**config.mk**
```make
export PLATFORM = sky130hd
export DESIGN_NAME = drive_event_status_capture
export DESIGN_NICKNAME = d
export VERILOG_FILES = /design/src/logic/drive_event_pkg.sv /design/src/logic/drive_event_status_capture.sv
export VERILOG_INCLUDE_DIRS = /design/src /design/src/logic
export SDC_FILE = /design/constraint.sdc
export NUM_CORES = 1
export LEC_CHECK = 0
export BUFFER_PORTS_ARGS = -buffer_cell sky130_fd_sc_hd__buf_2
export CAP_MARGIN = 10
export CORE_ASPECT_RATIO = 1.4
export CORE_UTILIZATION = 46
export CTS_CLUSTER_SIZE = 12
export DETAILED_ROUTE_END_ITERATION = 8
export MAX_ROUTING_LAYER = met4
export PLACE_DENSITY = 0.75
export SLEW_MARGIN = 20
export SYNTH_ARGS = -nofsm -noshare
export SYNTH_HDL_FRONTEND = slang
export SYNTH_SLANG_ARGS = --single-unit
export TNS_END_PERCENT = 30
```
**constraint.sdc**
```tcl
create_clock -name CLK_I -period 2.2 [get_ports CLK_I]
set_input_delay 0.44 -clock CLK_I [delete_from_list [all_inputs] [get_ports CLK_I]]
set_output_delay 0.44 -clock CLK_I [all_outputs]
set_load 0.05 [all_outputs]
```
**src/logic/drive_event_regs.svh**
```systemverilog
// register offsets, status bit positions and reset values for the drive event capture
`ifndef DRIVE_EVENT_REGS_SVH
`define DRIVE_EVENT_REGS_SVH

// ********************
// register indexes
// ********************
`define STICKY_EVENT_STATUS_IDX 16'h2180
`define LATCHED_EVENT_STATUS_IDX 16'h2181

// ********************
// status word bit positions
// ********************
`define BIT_TRACK_ERR 5'h00
`define BIT_TRACK_WARN 5'h01
`define BIT_IN_RESET 5'h02
`define BIT_POS_WRAP 5'h03
`define BIT_FAULT 5'h04
`define BIT_VEL_LIMIT 5'h05
`define BIT_ACC_LIMIT 5'h06
`define BIT_MOVE_DONE 5'h07
`define BIT_VEL_WIN 5'h08
`define BIT_PHASE_UNINIT 5'h09

// ********************
// reset values
// ********************
`define EVENT_RESET 32'h00000000
`define SETTLE_CNT_RESET 16'h0000

`endif

```
**src/logic/drive_event_pkg.sv**
```systemverilog
// types shared by the drive event capture
package drive_event_pkg;
    typedef logic [31:0] word_t;
    typedef logic [15:0] index_t;
    typedef enum logic [1:0] {
        MV_IDLE = 2'b00,
        MV_RUN = 2'b01,
        MV_SETTLE = 2'b11,
        MV_DONE = 2'b10
    } move_state_t;
endpackage : drive_event_pkg

```
**src/logic/drive_event_status_capture.sv**
```systemverilog
// status word builder plus sticky and latched event registers for the drive
`timescale 1ns/100ps
`include "drive_event_regs.svh"

// Overview of operation
// - sticky register is read-only, 32 bits, same layout as live status word
// - sticky bit shows live bit was set at any time since last read
// - reading sticky register clears all bits not set in the live word that cycle
// - writes to sticky register are ignored
// - latched bits stay set until software clears them; reads do not clear
// - tracking error set while position error is outside tracking window
// - motion done set after trajectory ends and error settles in window
// - motion done holds until a new trajectory starts
// - velocity window bit set when absolute velocity error exceeds window
// - position wrapped bit set when position counter rolls over
// - phase not initialized bit set until algorithmic phasing completes
// - reset condition bit set while drive is held in reset
// - velocity and acceleration limit bits, plus fault bit
// - fault bit set while FAULT_I is high; the fault cause is not stored
// - latched bits set by events, cleared by software clear or by reset
// - write to latched register clears bits written one, keeps zeros
module drive_event_status_capture (
    // clock and reset
    input wire logic CLK_I,
    input wire logic RST_N_I,
    // object dictionary access
    input wire drive_event_pkg::index_t IDX_I,
    input wire logic RD_I,
    input wire logic WR_I,
    input wire drive_event_pkg::word_t WDATA_I,
    output drive_event_pkg::word_t RDATA_O,
    // drive conditions
    input wire logic [31:0] POS_ERR_I,
    input wire logic [31:0] TRACK_WIN_I,
    input wire logic [31:0] TRACK_WARN_WIN_I,
    input wire logic [31:0] VEL_ERR_I,
    input wire logic [31:0] VEL_WIN_I,
    input wire logic [15:0] SETTLE_CYC_I,
    input wire logic TRAJ_START_I,
    input wire logic TRAJ_END_I,
    input wire logic POS_WRAP_I,
    input wire logic PHASE_DONE_I,
    input wire logic DRIVE_IN_RESET_I,
    input wire logic VEL_LIMIT_I,
    input wire logic ACC_LIMIT_I,
    input wire logic FAULT_I,
    // live status
    output drive_event_pkg::word_t STATUS_O
);
    import drive_event_pkg::*;

    // ********************
    // live status word
    // ********************
    logic [31:0] abs_pos_err;
    logic [31:0] abs_vel_err;
    logic in_window;
    word_t live;
    move_state_t mv_q, mv_d;
    logic [15:0] settle_q, settle_d;

    always_comb begin
        abs_pos_err = POS_ERR_I[31] ? (~POS_ERR_I + 32'h00000001) : POS_ERR_I;
        abs_vel_err = VEL_ERR_I[31] ? (~VEL_ERR_I + 32'h00000001) : VEL_ERR_I;
        in_window = (abs_pos_err <= TRACK_WIN_I);
        live = `EVENT_RESET;
        live[`BIT_TRACK_ERR] = ~in_window;
        live[`BIT_TRACK_WARN] = (abs_pos_err > TRACK_WARN_WIN_I);
        live[`BIT_IN_RESET] = DRIVE_IN_RESET_I;
        live[`BIT_POS_WRAP] = POS_WRAP_I;
        live[`BIT_FAULT] = FAULT_I;
        live[`BIT_VEL_LIMIT] = VEL_LIMIT_I;
        live[`BIT_ACC_LIMIT] = ACC_LIMIT_I;
        live[`BIT_MOVE_DONE] = (mv_q == MV_DONE);
        live[`BIT_VEL_WIN] = (abs_vel_err > VEL_WIN_I);
        live[`BIT_PHASE_UNINIT] = ~PHASE_DONE_I;
    end

    // ********************
    // motion done tracking
    // ********************
    // a new start beats everything, so done never survives a fresh trajectory
    always_comb begin
        mv_d = mv_q;
        settle_d = settle_q;
        case (mv_q)
            MV_IDLE: begin
                if (TRAJ_START_I) mv_d = MV_RUN;
            end
            MV_RUN: begin
                if (TRAJ_END_I) begin
                    mv_d = MV_SETTLE;
                    settle_d = `SETTLE_CNT_RESET;
                end
            end
            MV_SETTLE: begin
                // error leaving the window restarts the settling time
                if (!in_window) settle_d = `SETTLE_CNT_RESET;
                else if (settle_q >= SETTLE_CYC_I) mv_d = MV_DONE;
                else settle_d = settle_q + 16'h0001;
            end
            MV_DONE: begin
                mv_d = MV_DONE;
            end
            default: mv_d = MV_IDLE;
        endcase
        if (TRAJ_START_I) begin
            mv_d = MV_RUN;
            settle_d = `SETTLE_CNT_RESET;
        end
    end

    always_ff @(posedge CLK_I or negedge RST_N_I) begin
        if (!RST_N_I) begin
            mv_q <= MV_IDLE;
            settle_q <= `SETTLE_CNT_RESET;
        end else begin
            mv_q <= mv_d;
            settle_q <= settle_d;
        end
    end

    // ********************
    // event registers
    // ********************
    word_t sticky_q, sticky_d;
    word_t latched_q, latched_d;
    word_t rdata_q, rdata_d;
    word_t status_q;
    logic rd_sticky, rd_latched, wr_latched;

    always_comb begin
        rd_sticky = RD_I && (IDX_I == `STICKY_EVENT_STATUS_IDX);
        rd_latched = RD_I && (IDX_I == `LATCHED_EVENT_STATUS_IDX);
        wr_latched = WR_I && (IDX_I == `LATCHED_EVENT_STATUS_IDX);
        // write to the sticky index falls through untouched
        sticky_d = (rd_sticky ? `EVENT_RESET : sticky_q) | live;
        latched_d = (wr_latched ? (latched_q & ~WDATA_I) : latched_q) | live;
        rdata_d = rdata_q;
        if (rd_sticky) rdata_d = sticky_q;
        else if (rd_latched) rdata_d = latched_q;
        else if (RD_I) rdata_d = `EVENT_RESET;
    end

    always_ff @(posedge CLK_I or negedge RST_N_I) begin
        if (!RST_N_I) begin
            sticky_q <= `EVENT_RESET;
            latched_q <= `EVENT_RESET;
            rdata_q <= `EVENT_RESET;
            status_q <= `EVENT_RESET;
        end else begin
            sticky_q <= sticky_d;
            latched_q <= latched_d;
            rdata_q <= rdata_d;
            status_q <= live;
        end
    end

    assign RDATA_O = rdata_q;
    assign STATUS_O = status_q;

    // ********************
    // checks
    // ********************
    property p_sticky_clear;
        @(posedge CLK_I) disable iff (!RST_N_I)
        rd_sticky |=> (sticky_q == $past(live));
    endproperty
    a_sticky_clear: assert property (p_sticky_clear) else $error("sticky not cleared by read");

    property p_sticky_rdata;
        @(posedge CLK_I) disable iff (!RST_N_I)
        rd_sticky |=> (RDATA_O == $past(sticky_q));
    endproperty
    a_sticky_rdata: assert property (p_sticky_rdata) else $error("sticky read data wrong");

    property p_sticky_wr_ignored;
        @(posedge CLK_I) disable iff (!RST_N_I)
        (WR_I && IDX_I == `STICKY_EVENT_STATUS_IDX && !RD_I) |=>
            (sticky_q == ($past(sticky_q) | $past(live)));
    endproperty
    a_sticky_wr_ignored: assert property (p_sticky_wr_ignored) else $error("sticky changed by write");

    property p_latched_read_keeps;
        @(posedge CLK_I) disable iff (!RST_N_I)
        (rd_latched && !WR_I) |=> ((latched_q & $past(latched_q)) == $past(latched_q));
    endproperty
    a_latched_read_keeps: assert property (p_latched_read_keeps) else $error("latched lost on read");

    property p_latched_w1c;
        @(posedge CLK_I) disable iff (!RST_N_I)
        wr_latched |=> (latched_q == (($past(latched_q) & ~$past(WDATA_I)) | $past(live)));
    endproperty
    a_latched_w1c: assert property (p_latched_w1c) else $error("latched write-one-clear wrong");

    property p_event_not_lost;
        @(posedge CLK_I) disable iff (!RST_N_I)
        (live != `EVENT_RESET) |=> (((sticky_q & $past(live)) == $past(live))
            && ((latched_q & $past(live)) == $past(live)));
    endproperty
    a_event_not_lost: assert property (p_event_not_lost) else $error("event lost on clear");

    property p_track_err;
        @(posedge CLK_I) disable iff (!RST_N_I)
        (abs_pos_err > TRACK_WIN_I) |=> STATUS_O[`BIT_TRACK_ERR];
    endproperty
    a_track_err: assert property (p_track_err) else $error("tracking error bit missing");

    property p_done_cleared;
        @(posedge CLK_I) disable iff (!RST_N_I)
        TRAJ_START_I |=> !live[`BIT_MOVE_DONE] ##1 !STATUS_O[`BIT_MOVE_DONE];
    endproperty
    a_done_cleared: assert property (p_done_cleared) else $error("done not cleared by start");

    property p_done_holds;
        @(posedge CLK_I) disable iff (!RST_N_I)
        (mv_q == MV_DONE && !TRAJ_START_I) |=> (mv_q == MV_DONE);
    endproperty
    a_done_holds: assert property (p_done_holds) else $error("done dropped early");

    property p_vel_win;
        @(posedge CLK_I) disable iff (!RST_N_I)
        (abs_vel_err > VEL_WIN_I) |=> STATUS_O[`BIT_VEL_WIN];
    endproperty
    a_vel_win: assert property (p_vel_win) else $error("velocity window bit missing");

endmodule : drive_event_status_capture

```
==> summary.md <==
| Metric | Value |
|---|---|
| Met3 routed wirelength | 1.36 mm |
| Most common cell after layout, fill and taps aside | buf_2 |
| Commonest cells after routing, fill and taps aside | buf_2 (274), buf_4 (171), inv_1 (165), ha_1 (114), dfrtp_1 (102) |
| Primary FF master, synth | dfrtp_1 |
| Launching element type of the critical path | primary input |
| Unique cell type count in the Yosys netlist | 59 |
| Final total power | 5170 µW |
| Final Hold Viols | 0 |
| Capture endpoint of the worst hold path | STATUS_O[6] |
| Detailed-route via count | 8721 |
| Buffers added on ports | 277 |
| CTS H-tree lvls | 3 |
| Global route total overflow | 0 |
| Average footprint of a synthesized cell | 8.52 µm² |
| # fillers | 1435 |
| Setup-violating endpoint count in the final report | 26 |
| Clock period minus worst slack | 4.06 ns |
| Root Buffer | clkbuf_16 |
| Amount of wire on met2 after detailed routing | 13.0 mm |
| Deepest clock path buffer count | 2 |
| Floorplan core area | 17900 µm² |
| Area share of the largest cell type after synthesis | 0.304 |
| Total detailed-routing wirelength | 24.6 mm |
| Placed wire-length estimate after detailed placement | 20.1 mm |
| Async set-reset flop share out of synthesis | 1.00 |
| RR Endpoint | settle_q[13] |
| Vias in the first global route | 8872 |
| Residual DRC count | 0 |
| Detailed-route wire length on metal 1 | 8.95 mm |
| Clock transition at path regs | 0.08 ns |
| Leakage | 0.00635 µW |
| Result of the run | complete, but fails checks |
| Final non-filler cell total | 1682 |
| CTS buffer count | 9 |
| Chip Height | 162 µm |
| Top cell type by total area after synthesis | dfrtp_1 |
| Largest net degree at the start of global routing | 56 |
| Hold path startpoint | ACC_LIMIT_I |
| Detailed-route vias per instance | 5.18 |
| Number of maximum-capacitance violations | 0 |
| Startpoint of the lowest-slack register-to-register path | settle_q[15] |
| Number of antenna violations at the first check in global routing | 4 |
| Worst-case setup margin in the final layout | -1.86 ns |
| Antenna violation net count after detailed routing | 0 |
| Count of final max-slew check failures | 0 |
| Largest voltage drop on the vdd net | 0.322 mV |
| Top routing layer in use | met4 |
| RSZ-0062 raised after global routing | yes |
| Register bit total from synthesis | 102 |
| Worst-case reg-to-reg path depth | 9 |
| CTS tree | built |
| NumNets Final | 1784 |
| Instance area at placement | 11300 µm² |
| Slew HR | 0.606 |
| Area of the die | 18800 µm² |
| Final clock skew | 0.0118 ns |
| Violated checks | negative setup slack |
| Overall global routing resource usage | 0.266 |
| Worst hold slack across all endpoints | 0.228 ns |
| YS warnings | 0 |
| Cell count of the worst hold path | 1 |
| Share of the yosys chip area belonging to registers | 0.304 |
| Largest driver fanout on the critical path | 5 |
| Boundary Pins | 300 |
| Total clock sinks | 102 |
| Worst-skew pair later-pin latency | 0.35 ns |
| Fraction of layout cells with a size suffix above 1 | 0.383 |
| First-pass GRT wire length | 38.6 mm |
| Area delta synth->final | 43.3% |
| RePlAce Congestion | 0.943 |
| Total iterations of the first detailed-routing run | 5 |
| CP Data Required Time | 2.42 ns |
| Site row count | 58 |
| Die Wd | 116 µm |
| Summed negative setup slack over all endpoints | -42.91 ns |
| Starting utilization of the core area | 0.469 |
| Worst Path Class, Setup | in -> reg |
| Share of the clock period used by the worst path | 1.85 |
| Power density cells | 429 nW/µm² |
| Top cells by area, synth | dfrtp_1 (30%), ha_1 (17%), inv_1 (7.4%), xnor2_1 (5.8%), nand2_1 (4.5%) |
| Post-Place Cells | 1652 |
| Max Clk Rate | 246 MHz |
| Min-delay worst type | in -> reg |
| Number of DRC violations after detailed-routing iteration 0 | 440 |
| Actual slew at the worst max-slew pin | 0.576 ns |
| Post-route standard cell area excluding fillers | 12000 µm² |
| Type of destination of the critical path | register |
| Reg-to-reg slack, setup | -0.30 ns |
| Post-synthesis cell area | 8400 µm² |
| CP arrival | 4.28 ns |
| Post-synth EDFFs | 0 |
| Average detailed-routed wire length per instance | 14.6 µm |
| Number of instances in the synthesized netlist | 986 |
## per-layer routing
layer | vias up | track usage
met2 | 330 | 0.490
met4 | 0 | 0.153
li1 | 4275 | -
met3 | 89 | 0.0481
met5 | - | -
met1 | 4027 | 0.253
## area by class of cell
cell class	count	area [µm²]	area share
multi-input combinational	694	5360	0.445
timing repair buffer	460	2880	0.239
sequential	102	2550	0.212
inverter	166	623	0.0518
tap	240	300	0.0249
clock buffer	9	225	0.0187
clock inverter	7	91.3	0.00759
antenna	4	10.0	0.000832
## timing repair
item | 4_1_cts | 5_1_grt
gates cloned | 0 | 1
hold endpoints to repair | 24 | 0
hold buffers | 1 | 0
pin swaps | 21 | 9
endpoints found under the setup margin | 26 | 26
setup buffers | 4 | 4
gates resized for setup | 39 | 24
## kinds of logic after synthesis
| logic type | count (synthesis) | synth area share |
|---|---|---|
| buffers and inverters | 211 | 0.105 |
| DFF | 102 | 0.304 |
| adders and majority gates | 115 | 0.171 |
| xor gates and xnor gates | 58 | 0.0605 |
| other | 1 | 0.000446 |
| AOI/OAI and AO/OA | 224 | 0.179 |
| and+or+nand+nor | 264 | 0.166 |
| muxes | 11 | 0.0146 |
## cell usage after synthesis, drive strengths merged (2+ instances only)
master and number:
o211ai 7, inv 166, nand4 30, mux2 10, clkbuf 19, or3 12, nor4 11, o41ai 12
o21ai 59, or2 5, a211o 4, dfrtp 102, nor3 12, nand2 101, a21oi 33, a32oi 2
o31ai 15, buf 26, a21boi 25, nand2b 11, or4 6, nor2 25, o22ai 10, xnor2 56
nand3 27, and3 5, nor2b 9, nand3b 4, a21o 36, ha 115, o221ai 13, xor2 2
nor4b 3
## state kept, by name, indices dropped and copies added (netlist names)
signal and count:
settle_q 16, RDATA_O 32, mv_q 2, sticky_q 10, latched_q 32, STATUS_O 10
## stage by stage
step            util  worst slack [ns]
2_1_floorplan      -             -2.01
3_3_place_gp   0.629             -2.12
3_5_place_dp   0.629             -2.27
4_1_cts        0.660             -1.83
5_1_grt        0.672             -2.00
6_report       0.672             -1.86
## worst max-delay path, stage by stage
cell	delay [ns]
buf_6	0.09
or4_4	0.55
nor2_4	0.13
nand4b_4	0.10
or3_4	0.36
or3_4	0.44
o31ai_4	0.23
xnor2_2	0.12
ha_1	0.31
nand4_1	0.21
nor4_4	0.22
nor2b_2	0.18
o31a_1	0.21
buf_6	0.12
nor4_4	0.04
buf_6	0.14
buf_12	0.13
o211ai_1	0.11
o221ai_2	0.13
## how the worst max path moves through the flow
stage | slack (ns) | cells after the start | from | end
5_1_grt | -2.00 | 19 | POS_ERR_I[8] | settle_q[14]
6_report | -1.86 | 19 | POS_ERR_I[8] | settle_q[14]
4_1_cts | -1.83 | 18 | POS_ERR_I[8] | settle_q[13]
3_3_place_gp | -2.12 | 18 | POS_ERR_I[7] | settle_q[7]
2_1_floorplan | -2.01 | 18 | POS_ERR_I[7] | settle_q[12]
3_5_place_dp | -2.27 | 18 | POS_ERR_I[7] | settle_q[2]
## where the power goes
part           total [µW]  internal (µW)  leakage (µW)  switching (µW)
Combinational        1680            801       0.00489             877
Sequential           1900           1890       0.00131            8.58
Clock                1590            814      0.000151             774
Total                5170           3510       0.00635            1660
Power figures use the tool's default switching activity.
